==> src/rtl/efs_pkg.sv <==
// shared constants and carrier types of the ecg frame serial slave
package efs_pkg;
  localparam int          WORD_BITS    = 32;     // command and long frame word
  localparam int          HALF_BITS    = 16;     // frame word at the fast rate
  localparam int          RESYNC_ONES  = 64;     // ones on sdi that force realign
  localparam int          RD_HANDSHAKE = 3;      // core cycles per read handshake
  localparam int          FIFO_DEPTH   = 8;      // words buffered toward the pin
  localparam int          CMD_RW_BIT   = 31;     // set: write, clear: read
  localparam int          ADDR_MSB     = 30;
  localparam int          ADDR_LSB     = 24;
  localparam int          DATA_MSB     = 23;
  localparam int          FRAME_SLOW   = 11;     // default words, 32-bit rates
  localparam int          FRAME_FAST   = 13;     // default words, 16-bit rate
  localparam int          FRAME_SLOW_MX = 12;    // all words, 32-bit rates
  localparam int          FRAME_FAST_MX = 15;    // all words, 16-bit rate
  localparam logic [6:0]  NOP_ADDR     = 7'h00;  // no_operation register
  localparam logic [6:0]  HDR_ADDR     = 7'h40;  // frame_header register
  localparam logic [2:0]  PIN_IDLE     = 3'h6;   // cs_n, sclk high; sdi low
  localparam logic [31:0] WORD_ZERO    = 32'h00000000;

  // one frame word as the acquisition core hands it over
  typedef struct packed {
    logic        last;   // final word of the frame
    logic [6:0]  addr;   // source register address
    logic [23:0] data;   // register contents
  } efs_word_type;

  // register write toward the core
  typedef struct packed {
    logic        stb;
    logic [6:0]  addr;
    logic [23:0] data;
  } efs_wr_type;
endpackage

==> src/rtl/efs_fifo.sv <==
// word fifo between acquisition core and serial shifter
`timescale 1ns/10ps
module efs_fifo #(
  parameter int WIDTH = 32,
  parameter int DEPTH = 8
)(
  input  wire logic             clk,        // core clock
  input  wire logic             sys_rst,    // sync reset, active high
  input  wire logic [WIDTH-1:0] in_data,    // word to store
  input  wire logic             in_valid,   // in_data offered
  output logic                  in_ready,   // room left
  output logic      [WIDTH-1:0] out_data,   // oldest word
  output logic                  out_valid,  // fifo not empty
  input  wire logic             out_ready   // drain side takes word
);
  localparam int AW = $clog2(DEPTH);
  localparam logic [AW:0] CNT_FULL = (AW+1)'(DEPTH);
  localparam logic [AW:0] CNT_ONE  = (AW+1)'(1);

  logic [WIDTH-1:0] mem [DEPTH];
  logic [AW-1:0]    wr_ptr_q;
  logic [AW-1:0]    rd_ptr_q;
  logic [AW:0]      cnt_q;
  logic [AW:0]      cnt_d;
  logic             push;
  logic             pop;

  assign push     = in_valid & in_ready;
  assign pop      = out_ready & out_valid;
  assign out_data = mem[rd_ptr_q];

  always_comb
  begin
    cnt_d = cnt_q;
    if (push & ~pop)
      cnt_d = cnt_q + CNT_ONE;
    else if (pop & ~push)
      cnt_d = cnt_q - CNT_ONE;
  end

  // storage has no reset, pointers guard it
  always_ff @(posedge clk)
  begin
    if (push)
      mem[wr_ptr_q] <= in_data;
  end

  // pointers wrap naturally, depth is a power of two
  always_ff @(posedge clk)
  begin
    if (sys_rst)
    begin
      wr_ptr_q  <= '0;
      rd_ptr_q  <= '0;
      cnt_q     <= '0;
      in_ready  <= 1'b0;
      out_valid <= 1'b0;
    end
    else
    begin
      if (push)
        wr_ptr_q <= wr_ptr_q + AW'(1);
      if (pop)
        rd_ptr_q <= rd_ptr_q + AW'(1);
      cnt_q     <= cnt_d;
      in_ready  <= (cnt_d != CNT_FULL);
      out_valid <= (cnt_d != '0);
    end
  end
endmodule // efs_fifo

==> src/rtl/efs_spi_slave.sv <==
// serial register and frame port of the ecg front end
// Behaviour
// - chip select high: ignore sdi, release sdo driver.
// - 64 ones on sdi realign; next word starts at first low bit.
// - sdi sampled on rising serial clock edges.
// - sdo changes on falling serial clock edges.
// - ready pin high in reset, frame state when framing, else low.
// - write takes effect at chip select rise or next word start.
// - bit 31 read/write flag, bits 30:24 address, 23:0 data.
// - read data returns in the word after the command.
// - fast rate frame words are 16 bits, upper register bits only.
// - slow rate frame words are 32 bits, address in upper byte.
// - read of header address starts framing until another command.
// - all-zero words address no_operation and keep framing alive.
// - chip select may toggle per word or stay low whole frame.
// - frames hold 11 or 13 words, up to 12 or 15.
// - any register read stops framing until header read again.
// - register read answers are 32 bits, msb first.
// - writes accepted while framing; here a write also ends framing.
// - ready held low until last frame bit is on sdo.
// - core to serial read answers take a three cycle handshake.
`timescale 1ns/10ps
module efs_spi_slave
  import efs_pkg::*;
(
  input  wire logic         clk,           // 200 MHz core clock
  input  wire logic         sys_rst,       // sync reset, active high
  input  wire logic         cs_n,          // chip select pin, active low
  input  wire logic         sclk,          // host serial clock pin
  input  wire logic         sdi,           // serial data in pin
  output logic              sdo,           // serial data out
  output logic              sdo_oe,        // high while sdo is driven
  output logic              frame_ready_n, // low when frame ready
  input  wire logic         rate_fast,     // 16-bit frame word rate
  input  wire efs_word_type word_in,       // frame word from core
  input  wire logic         word_valid,    // word_in offered
  output logic              word_ready,    // fifo has room
  input  wire logic         frame_loaded,  // pulse: full frame buffered
  output efs_wr_type        reg_wr,        // register write strobe
  output logic              rd_req,        // register read pulse
  output logic        [6:0] rd_addr,       // register read address
  input  wire logic  [23:0] rd_data        // register read contents
);
  logic [2:0]   pins_s;
  logic         cs_s;
  logic         sck_s;
  logic         sdi_s;
  logic         sck_prev_q;
  logic         cs_prev_q;
  logic         sck_rise;
  logic         sck_fall;
  logic         cs_rise;
  logic [5:0]   rx_cnt_q;
  logic [31:0]  rx_sh_q;
  logic [6:0]   ones_q;
  logic         hunt_q;
  logic         cmd_fire_q;
  logic [31:0]  cmd_q;
  logic         framing_q;
  logic         frame_avail_q;
  logic         wr_pend_q;
  efs_wr_type   wr_hold_q;
  logic [1:0]   rd_wait_q;
  logic         resp_pend_q;
  logic [31:0]  resp_q;
  logic [4:0]   tx_cnt_q;
  logic [5:0]   tx_len_q;
  logic [31:0]  tx_sh_q;
  logic         tx_last_q;
  logic         last_out;
  logic         tx_load;
  logic         hunt_exit;
  logic         peek_bit;
  logic         resp_take;
  logic         fifo_pop;
  logic         fifo_valid;
  efs_word_type fifo_word;
  logic         cmd_wr;
  logic [6:0]   cmd_addr;
  logic [31:0]  frame_word;

  efs_sync #(.W(3), .INIT(PIN_IDLE)) u_sync (
    .clk     (clk),
    .sys_rst (sys_rst),
    .d       ({cs_n, sclk, sdi}),
    .q       (pins_s)
  );

  efs_fifo #(.WIDTH(WORD_BITS), .DEPTH(FIFO_DEPTH)) u_fifo (
    .clk       (clk),
    .sys_rst   (sys_rst),
    .in_data   (word_in),
    .in_valid  (word_valid),
    .in_ready  (word_ready),
    .out_data  (fifo_word),
    .out_valid (fifo_valid),
    .out_ready (fifo_pop)
  );

  assign cs_s     = pins_s[2];
  assign sck_s    = pins_s[1];
  assign sdi_s    = pins_s[0];
  assign sck_rise = sck_s & ~sck_prev_q & ~cs_s;
  assign sck_fall = ~sck_s & sck_prev_q & ~cs_s;
  assign cs_rise  = cs_s & ~cs_prev_q;
  assign cmd_wr   = cmd_q[CMD_RW_BIT];
  assign cmd_addr = cmd_q[ADDR_MSB:ADDR_LSB];

  // edge history of the synchronised pins
  always_ff @(posedge clk)
  begin
    if (sys_rst)
    begin
      sck_prev_q <= 1'b1;
      cs_prev_q  <= 1'b1;
    end
    else
    begin
      sck_prev_q <= sck_s;
      cs_prev_q  <= cs_s;
    end
  end

  // receive shifter with ones counter for realignment
  always_ff @(posedge clk)
  begin
    if (sys_rst || cs_s)
    begin
      rx_cnt_q   <= '0;
      rx_sh_q    <= WORD_ZERO;
      ones_q     <= '0;
      hunt_q     <= 1'b0;
      cmd_fire_q <= 1'b0;
    end
    else
    begin
      cmd_fire_q <= 1'b0;
      if (sck_rise)
      begin
        if (!sdi_s)
          ones_q <= '0;
        else if (ones_q != 7'(RESYNC_ONES))
          ones_q <= ones_q + 7'h01;
        if (sdi_s && ones_q == 7'(RESYNC_ONES - 1))
        begin
          hunt_q   <= 1'b1;
          rx_cnt_q <= '0;
        end
        else if (!(hunt_q && sdi_s))
        begin
          hunt_q   <= 1'b0;
          rx_sh_q  <= {rx_sh_q[30:0], sdi_s};
          rx_cnt_q <= (rx_cnt_q == 6'(WORD_BITS)) ? 6'h01
                      : rx_cnt_q + 6'h01;
          if (rx_cnt_q == 6'(WORD_BITS - 1))
          begin
            cmd_fire_q <= 1'b1;
            cmd_q      <= {rx_sh_q[30:0], sdi_s};
          end
        end
      end
    end
  end

  // framing state follows each decoded command other than no_operation
  always_ff @(posedge clk)
  begin
    if (sys_rst)
      framing_q <= 1'b0;
    else if (cmd_fire_q && cmd_addr != NOP_ADDR)
      framing_q <= !cmd_wr && cmd_addr == HDR_ADDR;
  end

  // writes wait for chip select rise or the next word's first rising edge
  always_ff @(posedge clk)
  begin
    if (sys_rst)
    begin
      wr_pend_q <= 1'b0;
      wr_hold_q <= '0;
      reg_wr    <= '0;
    end
    else
    begin
      reg_wr.stb <= 1'b0;
      if (wr_pend_q && (cs_rise || sck_rise))
      begin
        reg_wr    <= wr_hold_q;
        wr_pend_q <= 1'b0;
      end
      if (cmd_fire_q && cmd_wr && cmd_addr != NOP_ADDR)
      begin
        wr_pend_q <= 1'b1;
        wr_hold_q <= {1'b1, cmd_addr, cmd_q[DATA_MSB:0]};
      end
    end
  end

  // register read: request, wait the handshake, hold the answer
  always_ff @(posedge clk)
  begin
    if (sys_rst)
    begin
      rd_req      <= 1'b0;
      rd_addr     <= '0;
      rd_wait_q   <= '0;
      resp_pend_q <= 1'b0;
      resp_q      <= WORD_ZERO;
    end
    else
    begin
      rd_req <= 1'b0;
      if (resp_take)
        resp_pend_q <= 1'b0;
      if (cmd_fire_q && !cmd_wr && cmd_addr != NOP_ADDR
          && cmd_addr != HDR_ADDR)
      begin
        rd_req    <= 1'b1;
        rd_addr   <= cmd_addr;
        rd_wait_q <= 2'h1;
      end
      else if (rd_wait_q != '0)
      begin
        rd_wait_q <= rd_wait_q + 2'h1;
        if (rd_wait_q == 2'(RD_HANDSHAKE - 1))
        begin
          rd_wait_q   <= '0;
          resp_pend_q <= 1'b1;                        // set wins over take
          resp_q      <= {1'b0, rd_addr, rd_data};
        end
      end
    end
  end

  // next word source decided at the first falling edge of a word
  // after a realign the first low bit on sdi marks bit 31 of the word, so
  // the word is loaded on that rise; its top bit was already peeked out
  assign hunt_exit = hunt_q && sck_rise && !sdi_s;
  assign tx_load   = (sck_fall && tx_cnt_q == '0 && !hunt_q) || hunt_exit;
  assign peek_bit  = resp_pend_q ? resp_q[31]
                     : (framing_q && !frame_ready_n && fifo_valid)
                     ? frame_word[31] : 1'b0;
  assign resp_take = tx_load && resp_pend_q;
  assign fifo_pop  = tx_load && !resp_pend_q && framing_q
                     && !frame_ready_n && fifo_valid;
  assign last_out  = sck_fall && tx_cnt_q != '0 && tx_last_q
                     && 6'(tx_cnt_q) == tx_len_q - 6'h01;

  // fast rate keeps the upper sixteen register bits only
  always_comb
  begin
    if (rate_fast)
      frame_word = {fifo_word.data[DATA_MSB -: HALF_BITS],
                    16'h0000};
    else
      frame_word = {1'b0, fifo_word.addr, fifo_word.data};
  end

  // transmit shifter, one bit per falling edge
  always_ff @(posedge clk)
  begin
    if (sys_rst)
    begin
      tx_cnt_q  <= '0;
      tx_len_q  <= 6'(WORD_BITS);
      tx_sh_q   <= WORD_ZERO;
      tx_last_q <= 1'b0;
      sdo       <= 1'b0;
    end
    else if (cs_s)
      tx_cnt_q <= '0;
    else if (tx_load)
    begin
      tx_cnt_q <= 5'h01;
      if (resp_take)
      begin
        sdo       <= resp_q[31];
        tx_sh_q   <= {resp_q[30:0], 1'b0};
        tx_len_q  <= 6'(WORD_BITS);
        tx_last_q <= 1'b0;
      end
      else if (fifo_pop)
      begin
        sdo       <= frame_word[31];
        tx_sh_q   <= {frame_word[30:0], 1'b0};
        tx_len_q  <= rate_fast ? 6'(HALF_BITS) : 6'(WORD_BITS);
        tx_last_q <= fifo_word.last;
      end
      else
      begin
        sdo       <= 1'b0;                            // idle filler word
        tx_sh_q   <= WORD_ZERO;
        tx_len_q  <= 6'(WORD_BITS);
        tx_last_q <= 1'b0;
      end
    end
    else if (hunt_q)
    begin
      tx_cnt_q <= '0;
      if (sck_fall)
        sdo <= peek_bit;  // alignment unknown yet, show next top bit
    end
    else if (sck_fall)
    begin
      sdo      <= tx_sh_q[31];
      tx_sh_q  <= {tx_sh_q[30:0], 1'b0};
      tx_cnt_q <= (6'(tx_cnt_q) == tx_len_q - 6'h01) ? 5'h00
                  : tx_cnt_q + 5'h01;
    end
  end

  // driver released whenever chip select is high
  always_ff @(posedge clk)
  begin
    if (sys_rst)
      sdo_oe <= 1'b0;
    else
      sdo_oe <= ~cs_s;
  end

  // frame availability; a new frame wins over the last-bit clear
  always_ff @(posedge clk)
  begin
    if (sys_rst)
      frame_avail_q <= 1'b0;
    else if (frame_loaded)
      frame_avail_q <= 1'b1;
    else if (last_out)
      frame_avail_q <= 1'b0;
  end

  // ready pin: busy in reset, frame state while framing
  always_ff @(posedge clk)
  begin
    if (sys_rst)
      frame_ready_n <= 1'b1;
    else if (framing_q)
      frame_ready_n <= ~frame_avail_q;
    else
      frame_ready_n <= 1'b0;
  end
endmodule // efs_spi_slave

==> src/rtl/efs_sync.sv <==
// two-stage synchroniser for pin inputs
`timescale 1ns/10ps
module efs_sync
  import efs_pkg::*;
#(
  parameter int         W    = 3,
  parameter logic [2:0] INIT = PIN_IDLE
)(
  input  wire logic         clk,      // core clock
  input  wire logic         sys_rst,  // sync reset, active high
  input  wire logic [W-1:0] d,        // raw pins
  output logic      [W-1:0] q         // synchronised copy
);
  logic [W-1:0] meta_q;

  // first stage feeds only the second
  always_ff @(posedge clk)
  begin
    if (sys_rst)
    begin
      meta_q <= INIT[W-1:0];
      q      <= INIT[W-1:0];
    end
    else
    begin
      meta_q <= d;
      q      <= meta_q;
    end
  end
endmodule // efs_sync

==> config.mk <==
export PLATFORM = sky130hd
export DESIGN_NAME = efs_spi_slave
export DESIGN_NICKNAME = d
export VERILOG_FILES = /design/src/rtl/efs_pkg.sv /design/src/rtl/efs_fifo.sv /design/src/rtl/efs_spi_slave.sv /design/src/rtl/efs_sync.sv
export SDC_FILE = /design/constraint.sdc
export NUM_CORES = 1
export LEC_CHECK = 0
export BUFFER_PORTS_ARGS = -buffer_cell sky130_fd_sc_hd__buf_2
export CAP_MARGIN = 20
export CORE_ASPECT_RATIO = 1.4
export CORE_MARGIN = 2
export CORE_UTILIZATION = 48
export CTS_CLUSTER_DIAMETER = 120
export DETAILED_ROUTE_END_ITERATION = 8
export PLACE_DENSITY = 0.68
export RECOVER_POWER = 25
export SLEW_MARGIN = 40
export SYNTH_ARGS = -nofsm -noshare
export SYNTH_HDL_FRONTEND = slang
export SYNTH_SLANG_ARGS = --single-unit
==> constraint.sdc <==
create_clock -name clk -period 3.6 [get_ports clk]
set_input_delay 0.72 -clock clk [delete_from_list [all_inputs] [get_ports clk]]
set_output_delay 0.72 -clock clk [all_outputs]
set_load 0.005 [all_outputs]
* Yosys cells after proc, flatten, opt, wreduce, memory -nomap -nowiden
Memory sizes are Yosys's and may differ from the RTL's. A register that Yosys moved wholly into a read port is not among the register bits. Index checks and enable logic that the tools add are counted.
Word-level totals: memory bits (writable) 256, register bits 254, word-level logic and storage cells 187, memories kept 1, output and inout port bits 44
Memory list:
- u_fifo.mem | depth 8, width 32, rd ports 1, clocked after Yosys merged registers in 1, wr ports 1, line efs_fifo.sv:20 | logic [WIDTH-1:0] mem [DEPTH];
Operators by class: reduce and logical (&&, ||, !) cells 55, $add $sub $neg 9, bitwise gates (word level) 22, multiplexer cells 50, equality and inequality tests 12
Operators with widths (number):
- 32-bit 2-to-1 mux | 6
- 6-bit 2-to-1 mux | 6
- 1-bit 2-to-1 mux | 30
- 1-bit logical AND | 24
- 7-bit 2-to-1 mux | 2
- 7-bit != test, second input constant | 2
- 1-bit inverter | 13
- 2-bit nonzero test | 5
- 1-bit bitwise AND | 9
- 3-bit AND reduction | 3
- 4-bit 2-to-1 mux | 2
- 2-bit AND reduction | 4
- 4-bit OR reduction | 2
- 7-bit by 1-bit adder with 7-bit output, second input constant | 1
- 7-bit by 6-bit equality test with 1-bit output, second input constant | 1
- 7-bit equality test, second input constant | 1
- 7-bit nonzero test | 1
- 3-bit by 1-bit adder with 3-bit output, second input constant | 2
- 6-bit by 1-bit adder with 6-bit output, second input constant | 1
- 5-bit by 6-bit equality test with 1-bit output | 1
- 6-bit by 5-bit equality test with 1-bit output, second input constant | 1
- 6-bit equality test, second input constant | 1
- 3-bit 2-to-1 mux | 2
- 2-bit OR reduction | 3
- 18 further kinds | 25

* Logic depth before layout (Yosys ltp)
depth in word-level cells 15, mapped depth 10, mapped depth without buffers 8

* Cells and area by module
A second synthesis with hierarchy kept.
Second synthesis, totals: cells, all modules 1426, area, all modules 19686.4 sq um
By module, submodules not included:
- efs_fifo | times used 1, cells an instance 451, area each 10463.8 sq um, sequential area each 7987.7 sq um
- efs_spi_slave | times used 1, cells an instance 963, area each 9064.9 sq um, sequential area each 4944.7 sq um
- efs_sync | times used 1, cells an instance 12, area each 157.7 sq um, sequential area each 120.1 sq um

* Worst setup path before layout
OpenSTA, ideal clock, no wires.
path type in2reg, start in word_valid, end mem u_fifo.mem[0][0], enable pin, arrival 3.411 ns, path slack -0.272 ns, cell stages on the path 4, setup time 0.461 ns, data required time 3.139 ns, path buffers 1, path through and2_1 clkbuf_1 nand2b_1 nor3_1
Between the ends: cells in the longest elaborated chain, start to end 3
Ends and longest elaborated chain:
- from (decl) | line efs_spi_slave.sv:36 | input wire logic word_valid,
- 1-bit bitwise AND | line efs_fifo.sv:28 | assign push = in_valid & in_ready;
- 1-bit 2-to-1 mux | line efs_fifo.sv:44 | if (push)
- 1-bit 2-to-1 mux (not written as such) | line efs_fifo.sv:45 | mem[wr_ptr_q] <= in_data;
- to (decl) | line efs_fifo.sv:20
No other way between the ends.

* Worst setup path in the final report
start reg cmd_q[26], end reg resp_q[20]
Between the ends: cells in the longest elaborated chain, start to end 5
Ends and longest elaborated chain:
- from (decl) | line efs_spi_slave.sv:58 | logic [31:0] cmd_q;
- from (signal assigned) | line efs_spi_slave.sv:158 | cmd_q <= {rx_sh_q[30:0], sdi_s};
- 7-bit nonzero test | line efs_spi_slave.sv:215 | if (cmd_fire_q && !cmd_wr && cmd_addr != NOP_ADDR
- 1-bit logical AND | line efs_spi_slave.sv:215
- 1-bit logical AND * | line efs_spi_slave.sv:216 | && cmd_addr != HDR_ADDR)
- 1-bit inverter (no line) *
- 3-bit AND reduction (no line) *
- to (signal assigned) | line efs_spi_slave.sv:229 | resp_q <= {1'b0, rd_addr, rd_data};
- to (decl) | line efs_spi_slave.sv:65 | logic [31:0] resp_q;
Every way passes the cells marked *; elsewhere a longest branch is shown, timed or not. A chain may end at the register's enable or synchronous reset.

==> key figures <==
Run status
  • Outcome: finished clean

Routing
  • Via density per instance: 5.43
  • Number of nets with antenna violations after detailed routing: 0
  • 1st-iter DRT viols: ~700
  • Wire length per cell after detailed routing: 19.0 um
  • Count of unresolved DRC violations after routing: 0
  • Post-Route WL: 40,800 um
  • Via total after detailed routing: roughly 12,000
  • TritonRoute pass-1 iters: 5

CTS
  • H-Tree Depth: 2
  • Postcts setup bufs: 0
  • CTS Buf Count: 47
  • Post-cts sizing count: 0
  • Max Buffers Root-to-Sink: 3
  • Hold buffer count at CTS: 0
  • CTS tree: built
  • Clock-pin slew on the worst setup and hold paths: ~60 ps
  • Root Driver: clkbuf_16
  • Number of clock sinks: around 500
  • Insertion delay to the later sink of the worst-skew pair: 560 ps

STA
  • Shortest clock period the worst path allows after layout: between 2000 and 2500 ps
  • Highest Clock Rate: 405 MHz
  • Final hold violation count: 0
  • Worst slew pin tran: just over 700 ps
  • Unrepaired setup endpoints after global routing: no
  • Worst Clk Skew: 22.7 ps
  • Worst rel slew slack: between 50% and 60%
  • Final setup violation count: 0
  • Count of pins over their slew limit: 0
  • Final period util: between 60% and 70%
  • Setup TNS: 0 ps

Worst setup path
  • Endpoint arrival time on the critical path: between 2000 and 3000 ps
  • Kind of end point of the critical path: flop
  • Delay contributed by the slowest stage of the critical path: approximately 840 ps
  • Reg-to-reg slack, setup: between 1000 and 1500 ps
  • Startpoint class of the critical path: flop
  • Crit Reg-Reg Startpoint: cmd_q[26]
  • R2r endpoint: resp_q[20]
  • Cell repeated most along the worst path: nand2_1
  • Maximum net fanout on the critical path: 32
  • CP cell instances: nor4_1 > nand2_1 > and3_1 > or3b_2 > nand2_1 > a21oi_1
  • Number of buffers and inverters on the critical path: 0
  • Dominant delay contributor by cell family on the critical path: simple AND/OR/NAND/NOR gates
  • Crit path kind: flop to flop
  • Worst reg-to-reg path cell count: 6
  • CP Data Required Time: 4010 ps
  • Slowest-stage cell, CP: or3b_2

GRT
  • Vias in the first global route: roughly 12,000
  • First-pass GRT wire length: 63,600 um
  • Global-route total usage across every layer: about a fifth
  • Maximum number of pins on one net before global-route repair: 95
  • Overflow left after global routing: 0
  • Antenna violations before repair: 2

Finish
  • Total non-filler cell area in the finished layout: approximately 22,000 um2
  • Fraction of layout cells with a size suffix above 1: 19.4%
  • Fillcell total: around 3,300
  • Layout Utilization: a little under three fifths
  • Number of nets in the layout: 1,655
  • Area growth from synthesis to final layout: 13.4%

Floorplanning
  • Chip Width: about 170 um
  • Die area: roughly 42,000 um2
  • Core box area: approximately 39,000 um2
  • Die Ht: between 200 and 250 um
  • Count of boundary I/O pins: ~110
  • Initial core utilization: between 40% and 50%
  • Number of placement rows: between 80 and 90

Synth
  • Yosys Warn Count: 0
  • Asr flop ratio synth: 0%
  • Fraction of post-synthesis cell area in the top cell type by area: 44.8%
  • Post-synthesis instance area: just under 20,000 um2
  • Primary FF master, synth: edfxtp_1
  • Post-synth top area cell: edfxtp_1
  • Number of enable flip-flop cells after synthesis: about 290
  • Seq/Total Area, Yosys: between 60% and 70%
  • Cell types occupying the most area after synthesis: edfxtp_1, dfxtp_1, mux4_2, nand2_1, a21oi_1
  • Number of library cell types mapped by synthesis: 65
  • Cell count after synthesis: about 1,500
  • Synth Register Bits: between 500 and 600
  • Synthesized netlist net count: 1,561
  • Mean Syn Cell Area: 13.0 um2

Pwr
  • Leakage power summed over all cells: about 7.1 nW
  • Largest vdd supply drop: around 470 uV
  • Total power per unit cell area: between 500 and 600 nW/um2

Hold path
  • Origin of the worst min-delay path: cs_n
  • Endpoint, Worst Hold: u_sync.meta_q[2]
  • HP Class: input pin to flop
  • Hold Path Cell Cnt: 2

Placement
  • Last weighted congestion value of the routability-driven placer: around 0.82
  • Buffers on Ports: roughly 110
  • Post-Place Cell Area: a little over 20,000 um2
  • HPWL after DPL: around 25,000 um

Flow run
  • Count of max-cap constraint violations: 0
-- Yosys cell counts, types with 19 or more instances --
cell type and instances:
edfxtp_1 288, nor2_1 92, nand2_1 279, o21ai_0 28, mux4_2 64, nor3_1 27, buf_2 25, mux2_2 21
a21oi_1 193, dfxtp_1 220, mux2i_1 19, clkbuf_1 58
-- metal layers --
layer | wire length [um] | vias up | global-route usage (%)
li1 | - | 5597 | -
met1 | 16500 | 5726 | 22.9
met2 | 21300 | 268 | 36.2
met3 | 1810 | 73 | 2.93
met4 | 1190 | 0 | 7.14
met5 | 0 | - | 0
-- stage by stage --
| stage | std cells | worst slack (ps) | hold slack, ps | power, mW |
|---|---|---|---|---|
| 2_1_floorplan | 1487 | 583 | 389 | 6.43 |
| 3_3_place_gp | 2060 | 1020 | 410 | 6.55 |
| 3_5_place_dp | 2060 | 1090 | 406 | 6.56 |
| 4_1_cts | 2147 | 1140 | 335 | 11.2 |
| 5_1_grt | 2148 | 828 | 347 | 11.4 |
| 6_report | 2149 | 1130 | 355 | 11.1 |
-- state kept, by name, indices dropped and copies added (netlist names), 2 cells and up, named ones only --
name             flops
u_sync.q             3
tx_len_q             2
u_sync.meta_q        3
rd_addr              7
resp_q              31
rx_cnt_q             6
u_fifo.cnt_q         4
rx_sh_q             31
wr_hold_q           32
reg_wr              32
tx_cnt_q             5
rd_wait_q            2
u_fifo.mem         256
ones_q               7
cmd_q               32
u_fifo.rd_ptr_q      3
u_fifo.wr_ptr_q      3
tx_sh_q             31
-- cell type report --
class / instances / area (um2) / share of cell area (%)
Antenna cell: 2 / 5.00 / 0.0229
Clock buffer: 71 / 1350 / 6.15
Clock inverter: 16 / 108 / 0.491
Inverter: 14 / 52.6 / 0.240
Multi-Input combinational cell: 873 / 5900 / 26.9
Sequential cell: 508 / 13100 / 59.6
Tap cell: 528 / 661 / 3.02
Timing Repair Buffer: 137 / 768 / 3.51
-- power breakdown --
group	total, mW	internal [mW]	switching (mW)
clock network	4.65	2.60	2.06
registers	6.18	6.16	0.0224
logic	0.246	0.0818	0.165
-- worst max-delay path by stage --
stage,endpoint,depth (start not counted),start,slack [ps]
after floorplan,u_fifo.mem[4][0],4,word_valid,580
after global placement,rx_cnt_q[5],4,sys_rst,1020
after detailed placement,u_fifo.mem[0][20],5,word_valid,1090
after CTS,resp_q[20],6,cmd_q[26],1140
after global routing,resp_q[30],6,cmd_q[26],830
final,resp_q[20],6,cmd_q[26],1130
-- cells by family (layout without fill, tap and decap cells) --
group,after synthesis,count (layout),synth area share [%]
AO/OA/AOI/OAI,290,290,8.89
XOR/XNOR,11,11,0.499
adder cells (fa/ha/maj),10,10,0.648
buffers and inverters,106,238,2.44
flip-flops,508,508,67.6
multiplexers,104,104,9.67
other,0,2,0
AND/OR/NAND/NOR,458,458,10.3
-- cells in the final DEF, fill, tap and decap left out, drive strengths merged, types with 5 or more instances in the layout --
cell,instances
clkinv,14
nand2b,6
o21ai,30
o22ai,15
buf,108
mux2i,19
nor3,28
dfxtp,220
inv,15
xnor2,5
a221oi,15
xor2,6
o21a,7
edfxtp,288
mux4,64
nand3,8
mux2,21
nor2,93
clkbuf,100
a21oi,194
nor2b,5
or2,7
a22oi,5
nand2,280
ha,10
No activity file was read; power rests on OpenSTA's default activity.
